### src/hdl/rwd_defs.svh
// constants of the reset and watchdog unit
`ifndef RWD_DEFS_SVH
`define RWD_DEFS_SVH
// system clock period in ns (40 MHz)
`define RWD_CLK_NS 25
// least pin low time and least supply dip time, in ns
`define RWD_PIN_MIN_NS 2500
`define RWD_BOD_MIN_NS 2000
// least times rounded up to whole clock cycles
`define RWD_PIN_MIN_CYC ((`RWD_PIN_MIN_NS + `RWD_CLK_NS - 1) / `RWD_CLK_NS)
`define RWD_BOD_MIN_CYC ((`RWD_BOD_MIN_NS + `RWD_CLK_NS - 1) / `RWD_CLK_NS)
// register addresses
`define RWD_ADDR_CAUSE 2'h0
`define RWD_ADDR_CTRL 2'h1
// reset cause bit positions
`define RWD_POWER_UP_BIT 0
`define RWD_PIN_BIT 1
`define RWD_SUPPLY_BIT 2
`define RWD_WDOG_BIT 3
// watchdog control bit positions
`define RWD_WDP0_BIT 0
`define RWD_WDP2_BIT 2
`define RWD_RE_BIT 3
`define RWD_CE_BIT 4
`define RWD_WDP3_BIT 5
`define RWD_IE_BIT 6
`define RWD_IF_BIT 7
// largest legal prescale code, reserved codes act as this one
`define RWD_WDP_MAX 4'h9
// oscillator cycles of the shortest time-out
`define RWD_WDT_BASE 21'h000800
// change window length in system clock cycles
`define RWD_WIN_CYC 3'h4
// trip level code that leaves the supply monitor off
`define RWD_BOD_OFF 3'h7
`endif

### src/hdl/rwd_pkg.sv
// types of the reset and watchdog unit
package rwd_pkg;
    // reset sequencer, gray coded along hold, delay, run
    typedef enum logic [1:0] {
        RWD_HOLD = 2'h0,
        RWD_DELAY = 2'h1,
        RWD_RUN = 2'h3
    } rwd_seq_t;

    // register port request
    typedef struct packed {
        logic [1:0] addr;
        logic [7:0] wdata;
        logic wr;
        logic rd;
    } rwd_bus_req_t;

    // non-volatile options
    typedef struct packed {
        logic pin_reset_disable_option;
        logic [2:0] supply_trip_level_option;
        logic watchdog_always_on_option;
    } rwd_fuse_t;

    // whole state of the unit
    typedef struct packed {
        rwd_seq_t seq;
        logic [15:0] dly_cnt;
        logic [7:0] pin_cnt;
        logic [7:0] bod_cnt;
        logic [3:0] cause;
        logic osc_q;
        logic [20:0] wd_cnt;
        logic wd_pulse;
        logic watchdog_reset_enable;
        logic watchdog_irq_enable;
        logic watchdog_irq_flag;
        logic watchdog_change_enable;
        logic [2:0] win_cnt;
        logic [3:0] watchdog_prescale_code;
        logic sys_reset_r;
        logic bandgap_en_r;
        logic wdt_irq_r;
        logic wdt_wake_r;
        logic [7:0] rd_data_r;
    } rwd_state_t;
endpackage : rwd_pkg

### src/hdl/rwd_unit.sv
// reset sequencer, reset cause flags, bandgap enable and watchdog timer
//
// Notes on behaviour
// - long low pin pulse asserts reset
// - pin release waits full start-up delay
// - option disables pin as reset source
// - supply low resets, release waits delay
// - supply dips shorter than minimum ignored
// - watchdog reset is one-cycle pulse
// - cause bits 7..4 read zero
// - watchdog cause flag, cleared writing zero
// - supply cause flag, cleared writing zero
// - pin cause flag, cleared writing zero
// - power-up flag cleared only by software
// - bandgap on for monitor, comparator, converter
// - watchdog counts dedicated 128 kHz oscillator
// - restart strobe clears watchdog counter
// - interrupt mode: interrupt and wake, no reset
// - combined mode: interrupt first, then reset
// - always-on option forces reset mode
// - one write sets change and reset enables
// - clearing or prescale change only in window
// - time-out selectable from 16ms to 8s
// - watchdog flag forces reset enable high
// - change enable clears after four cycles
// - irq flag: set on expiry, cleared by ack
`timescale 1ns/100ps
`include "rwd_defs.svh"
module rwd_unit #(
    parameter logic [20:0] WDT_BASE_CYCLES = `RWD_WDT_BASE
) (
    // clock and power-up reset
    input wire logic core_clk,
    input wire logic rst,
    // register port
    input wire rwd_pkg::rwd_bus_req_t bus_req,
    output logic [7:0] rd_data,
    // reset sources and options
    input wire logic pin_reset_n,
    input wire logic supply_low,
    input wire rwd_pkg::rwd_fuse_t fuse,
    input wire logic [15:0] startup_delay_period,
    // watchdog oscillator and cpu events
    input wire logic wdt_osc_clk,
    input wire logic wdt_restart,
    input wire logic irq_vector_ack,
    // reference requests
    input wire logic comparator_ref_select,
    input wire logic adc_enabled,
    // outputs to the system
    output logic sys_reset,
    output logic bandgap_en,
    output logic wdt_irq,
    output logic wdt_wake
);
    import rwd_pkg::*;

    ////////////////////////////////////////////////////////////////////////
    // helpers

    // time-out in oscillator cycles for a prescale code
    function automatic logic [20:0] wd_limit(input logic [3:0] code);
        logic [3:0] c;
        c = (code > `RWD_WDP_MAX) ? `RWD_WDP_MAX : code;
        wd_limit = WDT_BASE_CYCLES << c;
    endfunction : wd_limit

    // saturating filter counter step
    function automatic logic [7:0] filt_step(input logic act, input logic [7:0] cnt,
                                             input logic [7:0] lim);
        if (!act) begin
            filt_step = 8'h00;
        end else if (cnt == lim) begin
            filt_step = cnt;
        end else begin
            filt_step = cnt + 8'h01;
        end
    endfunction : filt_step

    ////////////////////////////////////////////////////////////////////////
    // state

    localparam logic [7:0] PIN_MIN = 8'(`RWD_PIN_MIN_CYC);
    localparam logic [7:0] BOD_MIN = 8'(`RWD_BOD_MIN_CYC);

    rwd_state_t s_r;
    rwd_state_t s_nxt;

    logic tick;
    logic pin_act;
    logic bod_on;
    logic bod_act;
    logic src;
    logic always_on;
    logic wde_eff;
    logic watchdog_irq_enable_eff;
    logic wd_on;
    logic expire;
    logic wr_ctrl;
    logic wr_cause;
    logic [7:0] wd;

    ////////////////////////////////////////////////////////////////////////
    // next state

    // one process computes the whole next state
    always_comb begin
        s_nxt = s_r;
        wd = bus_req.wdata;
        wr_ctrl = bus_req.wr && (bus_req.addr == `RWD_ADDR_CTRL);
        wr_cause = bus_req.wr && (bus_req.addr == `RWD_ADDR_CAUSE);
        expire = 1'b0;

        // oscillator edge, sampled on the system clock
        s_nxt.osc_q = wdt_osc_clk;
        tick = wdt_osc_clk && !s_r.osc_q;

        // pin and supply filters
        s_nxt.pin_cnt = filt_step(!pin_reset_n, s_r.pin_cnt, PIN_MIN);
        pin_act = (s_r.pin_cnt == PIN_MIN) && !fuse.pin_reset_disable_option;
        bod_on = fuse.supply_trip_level_option != `RWD_BOD_OFF;
        s_nxt.bod_cnt = filt_step(supply_low && bod_on, s_r.bod_cnt, BOD_MIN);
        bod_act = s_r.bod_cnt == BOD_MIN;
        src = pin_act || bod_act || s_r.wd_pulse;

        // reset sequencer: hold while any source, then count delay
        if (src) begin
            s_nxt.seq = RWD_HOLD;
            s_nxt.dly_cnt = 16'h0000;
        end else begin
            unique case (s_r.seq)
                RWD_HOLD: s_nxt.seq = RWD_DELAY;
                RWD_DELAY: begin
                    if (s_r.dly_cnt >= startup_delay_period) begin
                        s_nxt.seq = RWD_RUN;
                    end else begin
                        s_nxt.dly_cnt = s_r.dly_cnt + 16'h0001;
                    end
                end
                RWD_RUN: s_nxt.seq = RWD_RUN;
                default: s_nxt.seq = RWD_HOLD;
            endcase
        end

        // effective watchdog mode
        always_on = fuse.watchdog_always_on_option;
        wde_eff = s_r.watchdog_reset_enable || s_r.cause[`RWD_WDOG_BIT] || always_on;
        watchdog_irq_enable_eff = s_r.watchdog_irq_enable && !always_on;
        wd_on = wde_eff || watchdog_irq_enable_eff;

        // watchdog counter
        if (wdt_restart || !wd_on) begin
            s_nxt.wd_cnt = 21'h000000;
        end else if (tick) begin
            if (s_r.wd_cnt >= wd_limit(s_r.watchdog_prescale_code) - 21'h000001) begin
                s_nxt.wd_cnt = 21'h000000;
                expire = 1'b1;
            end else begin
                s_nxt.wd_cnt = s_r.wd_cnt + 21'h000001;
            end
        end

        // change window countdown
        if (s_r.watchdog_change_enable) begin
            s_nxt.win_cnt = s_r.win_cnt - 3'h1;
            if (s_r.win_cnt == 3'h1) begin
                s_nxt.watchdog_change_enable = 1'b0;
            end
        end

        // watchdog control writes
        if (wr_ctrl) begin
            if (!always_on) begin
                s_nxt.watchdog_irq_enable = wd[`RWD_IE_BIT];
            end
            if (wd[`RWD_IF_BIT]) begin
                s_nxt.watchdog_irq_flag = 1'b0;
            end
            if (wd[`RWD_CE_BIT] && wd[`RWD_RE_BIT]) begin
                s_nxt.watchdog_change_enable = 1'b1;
                s_nxt.watchdog_reset_enable = 1'b1;
                s_nxt.win_cnt = `RWD_WIN_CYC;
            end else if (s_r.watchdog_change_enable && !wd[`RWD_CE_BIT]) begin
                s_nxt.watchdog_reset_enable = wd[`RWD_RE_BIT];
                s_nxt.watchdog_prescale_code = {wd[`RWD_WDP3_BIT], wd[`RWD_WDP2_BIT:`RWD_WDP0_BIT]};
                s_nxt.watchdog_change_enable = 1'b0;
                s_nxt.win_cnt = 3'h0;
            end else if (wd[`RWD_RE_BIT]) begin
                s_nxt.watchdog_reset_enable = 1'b1;
            end
        end

        // vector execution clears the flag, and in combined mode the enable
        if (irq_vector_ack) begin
            s_nxt.watchdog_irq_flag = 1'b0;
            if (wde_eff) begin
                s_nxt.watchdog_irq_enable = 1'b0;
            end
        end

        // expiry action, set wins over any clear above
        s_nxt.wd_pulse = 1'b0;
        s_nxt.wdt_wake_r = 1'b0;
        if (expire) begin
            if (watchdog_irq_enable_eff && !(wde_eff && s_r.watchdog_irq_flag)) begin
                s_nxt.watchdog_irq_flag = 1'b1;
                s_nxt.wdt_wake_r = 1'b1;
            end else if (wde_eff) begin
                s_nxt.wd_pulse = 1'b1;
            end
        end

        // cause flags: software writes zero to clear, hardware set wins
        if (wr_cause) begin
            s_nxt.cause = s_r.cause & wd[3:0];
        end
        if (pin_act) begin
            s_nxt.cause[`RWD_PIN_BIT] = 1'b1;
        end
        if (bod_act) begin
            s_nxt.cause[`RWD_SUPPLY_BIT] = 1'b1;
        end
        if (s_r.wd_pulse) begin
            s_nxt.cause[`RWD_WDOG_BIT] = 1'b1;
        end

        // internal reset returns watchdog settings to their initial values
        if (s_r.sys_reset_r) begin
            s_nxt.watchdog_reset_enable = 1'b0;
            s_nxt.watchdog_irq_enable = 1'b0;
            s_nxt.watchdog_irq_flag = 1'b0;
            s_nxt.watchdog_change_enable = 1'b0;
            s_nxt.win_cnt = 3'h0;
            s_nxt.watchdog_prescale_code = 4'h0;
            s_nxt.wd_cnt = 21'h000000;
        end

        // registered outputs
        s_nxt.sys_reset_r = s_nxt.seq != RWD_RUN;
        s_nxt.bandgap_en_r = bod_on || comparator_ref_select || adc_enabled;
        s_nxt.wdt_irq_r = s_nxt.watchdog_irq_flag && s_nxt.watchdog_irq_enable && !always_on;

        // read data valid only in the cycle after the strobe
        s_nxt.rd_data_r = 8'h00;
        if (bus_req.rd) begin
            unique case (bus_req.addr)
                `RWD_ADDR_CAUSE: s_nxt.rd_data_r = {4'h0, s_r.cause};
                `RWD_ADDR_CTRL: s_nxt.rd_data_r = {s_r.watchdog_irq_flag, watchdog_irq_enable_eff, s_r.watchdog_prescale_code[3], s_r.watchdog_change_enable,
                                                   wde_eff, s_r.watchdog_prescale_code[2:0]};
                default: s_nxt.rd_data_r = 8'h00;
            endcase
        end
    end

    ////////////////////////////////////////////////////////////////////////
    // registers

    // power-up reset: only the power-up flag is set, reset held
    always_ff @(posedge core_clk) begin
        if (rst) begin
            s_r <= '0;
            s_r.seq <= RWD_HOLD;
            s_r.cause <= 4'h1;
            s_r.sys_reset_r <= 1'b1;
        end else begin
            s_r <= s_nxt;
        end
    end

    // outputs straight from flip-flops
    assign sys_reset = s_r.sys_reset_r;
    assign bandgap_en = s_r.bandgap_en_r;
    assign wdt_irq = s_r.wdt_irq_r;
    assign wdt_wake = s_r.wdt_wake_r;
    assign rd_data = s_r.rd_data_r;
endmodule : rwd_unit

### config.mk
export PLATFORM = sky130hd
export DESIGN_NAME = rwd_unit
export DESIGN_NICKNAME = d
export VERILOG_FILES = /design/src/hdl/rwd_pkg.sv /design/src/hdl/rwd_unit.sv
export VERILOG_INCLUDE_DIRS = /design/src /design/src/hdl
export SDC_FILE = /design/constraint.sdc
export NUM_CORES = 1
export LEC_CHECK = 0
export ABC_AREA = 0
export BUFFER_PORTS_ARGS = -buffer_cell sky130_fd_sc_hd__buf_2
export CORE_UTILIZATION = 55
export CTS_CLUSTER_SIZE = 30
export DETAILED_ROUTE_END_ITERATION = 6
export GPL_ROUTABILITY_DRIVEN = 0
export MAX_ROUTING_LAYER = met4
export PLACE_DENSITY = 0.78
export SLEW_MARGIN = 20
export SYNTH_ARGS = -nofsm -noshare
export SYNTH_HDL_FRONTEND = slang
export SYNTH_SLANG_ARGS = --single-unit
### constraint.sdc
create_clock -name core_clk -period 3.4 [get_ports core_clk]
set_input_delay 0.34 -clock core_clk [delete_from_list [all_inputs] [get_ports core_clk]]
set_output_delay 0.34 -clock core_clk [all_outputs]
set_load 0.02 [all_outputs]
==> impl_metrics.py, run 1 <==
metrics = {
    "clock_network": {
        "cts_buffers": 9,
        "cts_buffer_depth": 2,
        "cts_tree": "done",
        "cts_hold_buffers": 0,
        "cts-htree-levels": 3,
        "clk_pin_slew_ps": 90,
        "post_cts.repair.setup_buffers": 0,
        "clock_latency_ps": 370,
        "clock-root-buffer": "clkbuf_8",
        "cts.sink_count": 84,
    },
    "floorplanning": {
        "initial_core_util_pct": 56.90,
        "die_w_um": 91.41,
        "fp-row-count": 32,
        "die_area_um2": 8356,
        "pin_count": 54,
        "die_h_um": 91.41,
        "core-area_um2": 7727,
    },
    "grt": {
        "antenna_found_initial": 0,
        "grt_first_pass_wirelength_um": 14560,
        "grt_pass1_vias": 3209,
        "overflow": 0,
        "grtUsageTotal_pct": 22.43,
        "grt_max_degree": 22,
    },
    "synth": {
        "ys_async_sr_fraction_pct": 0,
        "synthSimpleGateAreaFrac_pct": 24.79,
        "seq_area_frac_synth_pct": 38.25,
        "synth_fa_ha_area_share_pct": 9.960,
        "yosys.area_share.xor_xnor_pct": 7.968,
        "ys_ff_latch": 84,
        "synth_top_family_by_area": "simple AND/OR/NAND/NOR gates",
        "syn_avg_cell_area_um2": 8.672,
        "ys_types": 56,
        "synthMuxAreaShare_pct": 2.504,
        "synthFlopType": "dfxtp_1",
        "synth-edff-count": 0,
        "syn-num-nets": 584,
        "syn-instance-count": 507,
        "yosysWarnings": 0,
        "synth_compound_area_share_pct": 10.13,
        "synthesis.area_um2": 4397,
    },
    "timing": {
        "fmax_mhz": 303.6,
        "whs_ps": 237.1,
        "setup_violations": 0,
        "fin_tns_setup_ps": 0,
        "fin_worst_skew_ps": 10.95,
        "worstMarginPinSlew_ps": 804.6,
        "finalCritPeriodShare_pct": 96.89,
        "hold_viol_final": 0,
        "slew_headroom_pct": 45.86,
        "rsz0062_at_grt": "no",
        "fin_crit_ps": 3294,
        "slew_violations": 0,
    },
    "flow_run": {
        "maxCapViolCount": 0,
    },
    "min_path": {
        "min_to": "s_r[45]",
        "min_from": "wdt_osc_clk",
        "min_path_type": "in2reg",
        "whs_path_depth": 2,
    },
    "drt": {
        "dr.pass1.iters": 4,
        "wl_um": 8805,
        "drt_iter0_drc": 115,
        "route.detailed.drc": 0,
        "vias": 3561,
        "wl_per_cell_um": 13.38,
        "avgViaCountPerCell": 5.412,
        "antenna_left": 0,
    },
    "power_and_ir_drop": {
        "power_density_nw_per_um2": 376.0,
        "ir_worst_vdd_mv": 0.2116,
        "total_leakage_power_nw": 1.984,
    },
    "critical_path": {
        "critPathRequiredTime_ps": 3700,
        "crit_type": "reg2reg",
        "reg2reg_depth": 11,
        "rrSetupSlack_ps": 110,
        "r2r_start": "s_r[12]",
        "crit_fanout": 10,
        "startpoint_type": "flip-flop",
        "reg2reg_to": "s_r[24]",
        "critPathArrivalTime_ps": 3600,
        "cp-end-kind": "flip-flop",
    },
    "outcome": {
        "status": "complete, no violations",
    },
    "cells_and_area": {
        "final_cell_mix": "dfxtp_1 (84), nor2_1 (68), buf_2 (53)",
        "n_antenna_cell": 0,
        "final_nets": 628,
        "drive_gt1_share_pct": 16.19,
        "area_growth_pct": 11.33,
        "final_common_cell": "dfxtp_1",
    },
    "place": {
        "place_hpwl_um": 6251,
        "numPortBuffers": 53,
    },
}
==> how the worst max path moves through the flow <==
stage / slack, ps / start / to / cells after the start
after floorplan: 320 / s_r[12] / s_r[25] / 12
after global placement: 240 / s_r[12] / s_r[33] / 11
after detailed placement: 120 / s_r[12] / s_r[43] / 12
after CTS: 9 / s_r[12] / s_r[43] / 12
after global routing: 40 / s_r[12] / s_r[43] / 11
final: 110 / s_r[12] / s_r[24] / 11
==> metrics by stage <==
step                worst slack (ps)  total power [mW]  area, µm²  cells  utilization (%)
global route                   39.54             1.912       4895    658            63.34
CTS                            8.878             1.854       4863    656            62.94
detailed placement             119.4             1.122       4658    640            60.28
global placement               244.9             1.119       4658    640            60.28
floorplan                      316.2             1.081       4397    507                -
finish                         105.7             1.840       4895    658            63.34
==> timing repair <==
action	in CTS	in global routing
gates resized for setup	0	5
endpoints found under the hold margin	0	0
endpoints found under the setup margin	0	21
==> cells in the mapped netlist (all sizes together) (5+ instances only) <==
master  number  share of area, %
clkbuf      10              0.85
nand2b       5              0.71
nand3       26               3.2
ha          35                10
mux2i       11               2.5
xnor2       13               2.6
o21ai       20               2.3
nor2b        6              0.85
inv         33               2.8
and3        11               1.6
xor2        27               5.4
a21oi       36               4.1
nand2       29               2.5
buf         15               2.6
dfxtp       84                38
nand4       13               2.2
nor2        69               5.9
or4          5              0.94
or3          9               1.3
==> sequential cells by signal, indices dropped and copies added (netlist names) <==
signal      count
bandgap_en      1
rd_data         8
s_r            72
sys_reset       1
wdt_irq         1
wdt_wake        1
==> area by class of cell <==
type,count,area (µm²)
fill,657,2833
multi-input combinational,367,2469
sequential,84,1682
timing repair buffer,56,287.8
tap,102,127.6
clock buffer,9,123.9
inverter,33,123.9
clock inverter,7,81.33
==> critical path, cell delays in order, from the launching register on <==
cell and delay (ps):
dfxtp_1 320, or2_2 310, or3_1 360, ha_2 230
a21o_1 180, a32oi_1 240, ha_1 270, nand4_1 90
o221ai_1 130, a22o_2 340, or4_4 640, nor2_1 130
==> layer usage <==
| metal | part of all wire (%) | global-route usage [%] | wire (µm) |
|---|---|---|---|
| met5 | 0 | - | 0 |
| met4 | 1.8 | 9.921 | 162 |
| met2 | 45 | 34.02 | 3919 |
| met3 | 4.3 | 3.685 | 375 |
| met1 | 49 | 29.36 | 4347 |
==> cells by family after synthesis <==
logic type      after synthesis
simple gates                205
xor+xnor                     40
compound gates               73
buf+inv                      58
fa+ha+maj                    35
mux                          11
other cells                   1
flops                        84
==> power breakdown <==
group | switching, mW | internal, mW | leakage (nW) | total (mW)
Sequential | 0.00783 | 0.991 | 0.679 | 0.998
Combinational | 0.0558 | 0.0460 | 1.21 | 0.102
Clock | 0.391 | 0.349 | 0.0944 | 0.740
Total | 0.455 | 1.39 | 1.98 | 1.84
Power figures use the tool's default switching activity.
==> inputs of run 2 (changes only) <==
--- a/config.mk
+++ b/config.mk
@@ -8,6 +8,7 @@
 export LEC_CHECK = 0
 export ABC_AREA = 0
 export BUFFER_PORTS_ARGS = -buffer_cell sky130_fd_sc_hd__buf_2
+export CORE_MARGIN = 1.5
 export CORE_UTILIZATION = 55
 export CTS_CLUSTER_SIZE = 30
 export DETAILED_ROUTE_END_ITERATION = 6
@@ -18,3 +19,4 @@
 export SYNTH_ARGS = -nofsm -noshare
 export SYNTH_HDL_FRONTEND = slang
 export SYNTH_SLANG_ARGS = --single-unit
+export TNS_END_PERCENT = 20
==> impl_metrics.py, run 2 (synthesized netlist as in run 1, its figures left out) <==
metrics = {
    "grt": {
        "grtUsageTotal_pct": 22.45,
        "antenna_found_initial": 0,
        "grt_pass1_vias": 3390,
        "overflow": 0,
        "grt_max_degree": 22,
        "grt_first_pass_wirelength_um": 15110,
    },
    "drt": {
        "avgViaCountPerCell": 5.479,
        "route.detailed.drc": 0,
        "wl_um": 8998,
        "dr.pass1.iters": 4,
        "antenna_left": 0,
        "drt_iter0_drc": 165,
        "wl_per_cell_um": 13.70,
        "vias": 3600,
    },
    "critical_path": {
        "cp-end-kind": "flip-flop",
        "crit_fanout": 11,
        "r2r_start": "s_r[12]",
        "critPathArrivalTime_ps": 3550,
        "startpoint_type": "flip-flop",
        "cpMaxStageDelayCell": "or4_4",
        "path_cells": "or2_2, or3_1, ha_2, a21o_1, a32oi_1, ha_1, nand4_1, o221ai_1, a22o_2, or4_4, nor2_1",
        "max_stage_delay_ps": 650,
        "critical-path-top-delay-family": "simple AND/OR/NAND/NOR gates",
        "crit_type": "reg2reg",
        "path_buf_inv": 0,
        "crit_start": "s_r[12]",
        "critPathRequiredTime_ps": 3690,
    },
    "power_and_ir_drop": {
        "power_density_nw_per_um2": 364.3,
        "clockPowerShare_pct": 37.8,
        "total_power_mw": 1.769,
        "ir_worst_vdd_mv": 0.1955,
        "power_frac_comb_pct": 5.7,
        "power_switching_mw": 0.4558,
        "switching_share_pct": 25.76,
        "p_int_mw": 1.313,
        "total_leakage_power_nw": 1.978,
        "seq_power_share_pct": 56.5,
    },
    "timing": {
        "rsz0062_at_grt": "no",
        "hold_viol_final": 0,
        "fin_crit_ps": 3262,
        "finalCritPeriodShare_pct": 95.94,
        "setup_violations": 0,
        "slew_headroom_pct": 41.89,
        "fin_worst_skew_ps": 11.41,
        "worstMarginPinSlew_ps": 865.0,
        "fin_tns_setup_ps": 0,
        "fmax_mhz": 306.6,
        "slew_violations": 0,
    },
    "floorplanning": {
        "die_h_um": 92.41,
        "pin_count": 54,
        "die_w_um": 92.41,
        "initial_core_util_pct": 56.90,
        "die_area_um2": 8540,
        "core-area_um2": 7727,
        "fp-row-count": 32,
    },
    "min_path": {
        "min_path_type": "in2reg",
        "min_from": "bus_req[7]",
    },
    "cells_and_area": {
        "multi_input_area_um2": 2452,
        "n_antenna_cell": 0,
        "area_growth_pct": 10.44,
        "largest_reg_flops": 72,
        "seq_area_um2": 1682,
        "final_nets": 627,
        "final_common_cell": "dfxtp_1",
        "num-fill-cells": 647,
        "final_cell_mix": "dfxtp_1 (84), nor2_1 (68), buf_2 (53)",
        "top_register": "s_r",
        "drive_gt1_share_pct": 15.86,
    },
    "place": {
        "place_hpwl_um": 6713,
        "numPortBuffers": 53,
    },
    "clock_network": {
        "clk_pin_slew_ps": 90,
        "cts_buffer_depth": 2,
        "cts.sink_count": 84,
        "cts-htree-levels": 3,
        "clock-root-buffer": "clkbuf_8",
        "cts_tree": "done",
        "cts_buffers": 9,
        "clock_latency_ps": 360,
    },
    "outcome": {
        "status": "complete, no violations",
    },
    "flow_run": {
        "maxCapViolCount": 0,
    },
}
run 2: cell types whose count changed in the layout (fill, tap and decap cells not counted), sizes merged:
| cell | before | now |
|---|---|---|
| or4 | 7 | 6 |
| clkinv | 0 | 3 |
| bufinv | 1 | 0 |
| clkinvlp | 3 | 1 |
run 2: metal layers:
metal / global-route usage [%] / part of all wire, % / up-vias
met5: - / 0 / -
met4: 8.333 / 1.7 / 0
met3: 4.023 / 4.3 / 20
met2: 35.97 / 47 / 94
met1: 28.31 / 47 / 1665
li1: - / - / 1821
run 2: metrics by stage:
stage	cell area [µm²]	std cells	setup WS (ps)	hold slack, ps	util [%]
after global placement	4658	640	245.4	403.6	60.28
after detailed placement	4658	640	98.51	412.2	60.28
after global routing	4856	657	30.76	218.2	62.84
after floorplan	4397	507	316.2	388.9	-
after CTS	4841	656	72.62	184.0	62.65
final	4856	657	138.0	241.0	62.84
run 2: power groups by stage:
stage | Sequential, mW | Clock, mW | Combinational, mW
floorplan | 1.02 | 0 | 0.0608
global placement | 1.02 | 0 | 0.0969
detailed placement | 1.02 | 0 | 0.100
CTS | 0.999 | 0.684 | 0.101
global route | 1.00 | 0.725 | 0.116
finish | 0.999 | 0.669 | 0.101
run 2: area by class of cell:
| class | count | area share (%) |
|---|---|---|
| timing repair buffer | 56 | 5.926 |
| sequential | 84 | 34.63 |
| inverter | 33 | 2.551 |
| tap | 102 | 2.628 |
| clock inverter | 7 | 1.211 |
| multi-input combinational | 366 | 50.50 |
| clock buffer | 9 | 2.551 |
run 2: worst paths after layout:
| check | to | slack [ps] | depth (start not counted) |
|---|---|---|---|
| max | s_r[26] | 140 | 11 |
| min | s_r[15] | 240 | 3 |
| max reg2reg | s_r[26] | 140 | 11 |
| min reg2reg | sys_reset | 420 | 1 |
run 2: tightest hold or removal path, cell delays in order:
cell and delay [ps]:
buf_2 80, mux2i_1 60, nor2_1 80
run 2: timing repair:
item                       in CTS  in global routing
buffers inserted                0                  0
setup endpoints to repair       0                 17
resized for setup               0                  3
hold buffers                    0                  0
==> inputs of run 3 (changes only) <==
--- a/config.mk
+++ b/config.mk
@@ -15,6 +15,7 @@
 export GPL_ROUTABILITY_DRIVEN = 0
 export MAX_ROUTING_LAYER = met4
 export PLACE_DENSITY = 0.78
+export REMOVE_ABC_BUFFERS = 1
 export SLEW_MARGIN = 20
 export SYNTH_ARGS = -nofsm -noshare
 export SYNTH_HDL_FRONTEND = slang
==> impl_metrics.py, run 3 (synthesized netlist as in run 1, its figures left out) <==
metrics = {
    "drt": {
        "drt_iter0_drc": 153,
        "antenna_left": 0,
        "vias": 3562,
        "wl_um": 9043,
        "wl_per_cell_um": 13.76,
        "avgViaCountPerCell": 5.422,
        "dr.pass1.iters": 4,
        "route.detailed.drc": 0,
    },
    "critical_path": {
        "max_stage_delay_ps": 610,
        "crit_fanout": 6,
        "rrSetupSlack_ps": 120,
        "cp-end-kind": "flip-flop",
        "cpMaxStageDelayCell": "or4_4",
        "reg2reg_to": "s_r[25]",
        "crit_type": "reg2reg",
        "reg2reg_depth": 12,
        "critPathRequiredTime_ps": 3690,
        "path_cells": "or2_2, or3_4, ha_2, nor3_1, a21o_1, a32oi_1, ha_1, nand4_1, o221ai_1, a22o_2, or4_4, nor2_1",
        "critPathArrivalTime_ps": 3570,
        "r2r_start": "s_r[12]",
        "startpoint_type": "flip-flop",
    },
    "timing": {
        "setup_violations": 0,
        "worstMarginPinSlew_ps": 876.0,
        "hold_viol_final": 0,
        "fin_worst_skew_ps": 12.01,
        "fmax_mhz": 305.0,
        "finalCritPeriodShare_pct": 96.43,
        "slew_headroom_pct": 41.06,
        "fin_crit_ps": 3278,
        "finalWorstSetupSlack_ps": 121.5,
        "slew_violations": 0,
        "fin_tns_setup_ps": 0,
    },
    "grt": {
        "grt_max_degree": 22,
        "antenna_found_initial": 0,
        "grtUsageTotal_pct": 22.69,
        "grt_first_pass_wirelength_um": 15330,
        "overflow": 0,
        "grt_pass1_vias": 3502,
    },
    "min_path": {
        "min_to": "bandgap_en",
        "min_path_type": "in2reg",
        "whs_path_depth": 3,
        "min_from": "adc_enabled",
    },
    "clock_network": {
        "cts.sink_count": 84,
        "cts_hold_buffers": 0,
        "cts_buffer_depth": 2,
        "cts_tree": "done",
        "post_cts_resize_count": 0,
        "clock-root-buffer": "clkbuf_8",
        "post_cts.repair.setup_buffers": 0,
        "cts_buffers": 9,
        "clock_latency_ps": 360,
        "clk_pin_slew_ps": 100,
        "cts-htree-levels": 3,
    },
    "flow_run": {
        "maxCapViolCount": 0,
    },
    "cells_and_area": {
        "final_cell_area_um2": 4876,
        "multi_input_area_um2": 2471,
        "seq_area_um2": 1682,
        "largest_reg_flops": 72,
        "final_common_cell": "dfxtp_1",
        "fin_cells": 657,
        "n_antenna_cell": 0,
        "final_nets": 627,
        "area_growth_pct": 10.90,
        "top_register": "s_r",
        "final_cell_mix": "dfxtp_1 (84), nor2_1 (67), buf_2 (53)",
        "drive_gt1_share_pct": 16.22,
        "fin_util_pct": 63.10,
        "num-fill-cells": 665,
    },
    "place": {
        "place_worst_setup_slack_ps": 68.30,
        "placed_area_um2": 4651,
        "numPortBuffers": 53,
        "place_hpwl_um": 6512,
        "place_inst": 639,
    },
    "floorplanning": {
        "fp-row-count": 32,
        "initial_core_util_pct": 56.90,
        "pin_count": 54,
        "core-area_um2": 7727,
        "die_w_um": 92.41,
        "die_area_um2": 8540,
        "die_h_um": 92.41,
    },
    "outcome": {
        "status": "complete, no violations",
    },
    "power_and_ir_drop": {
        "ir_worst_vdd_mv": 0.1756,
        "total_leakage_power_nw": 1.978,
        "power_density_nw_per_um2": 367.4,
    },
}
-- run 3: worst max-delay path, delay by kind of cell, from the launching register on --
kind	cells	cell delay [ps]
AOI/OAI and AO/OA	4	720
DFF	1	320
adders and majority gates	2	500
and+or+nand+nor	6	1660
-- run 3: cell type report --
cell class                      instances  share of cell area [%]
Clock buffer                           10                   2.823
Clock inverter                          6                   1.103
Inverter                               33                   2.540
Multi-Input combinational cell        367                   50.68
Sequential cell                        84                   34.49
Tap cell                              102                   2.617
Timing Repair Buffer                   55                   5.748
-- run 3: routing by layer --
metal | vias up | wire (µm) | GRT usage (%) | share of wire [%]
met5 | - | 0 | - | 0
met4 | 0 | 141 | 9.744 | 1.6
met3 | 14 | 410 | 3.202 | 4.5
met2 | 95 | 4433 | 38.42 | 49
met1 | 1614 | 4058 | 26.87 | 45
li1 | 1839 | - | - | -
-- run 3: worst max path at each step --
stage               startpoint       to  cells after the start
floorplan              s_r[12]  s_r[33]                     11
global placement       s_r[12]  s_r[33]                     11
detailed placement     s_r[12]  s_r[35]                     12
CTS                    s_r[12]  s_r[35]                     12
global route           s_r[12]  s_r[25]                     12
finish                 s_r[12]  s_r[25]                     12
-- run 3: power by group --
group	internal, mW	switching (mW)
sequential	0.991	0.00790
combinational	0.0453	0.0565
clock	0.300	0.391
total	1.34	0.456
-- run 3: metrics by stage --
step	total power [mW]	hold WS (ps)
global placement	1.118	402.1
global route	1.866	241.7
CTS	1.801	194.6
floorplan	1.075	388.9
detailed placement	1.122	410.6
finish	1.791	237.0
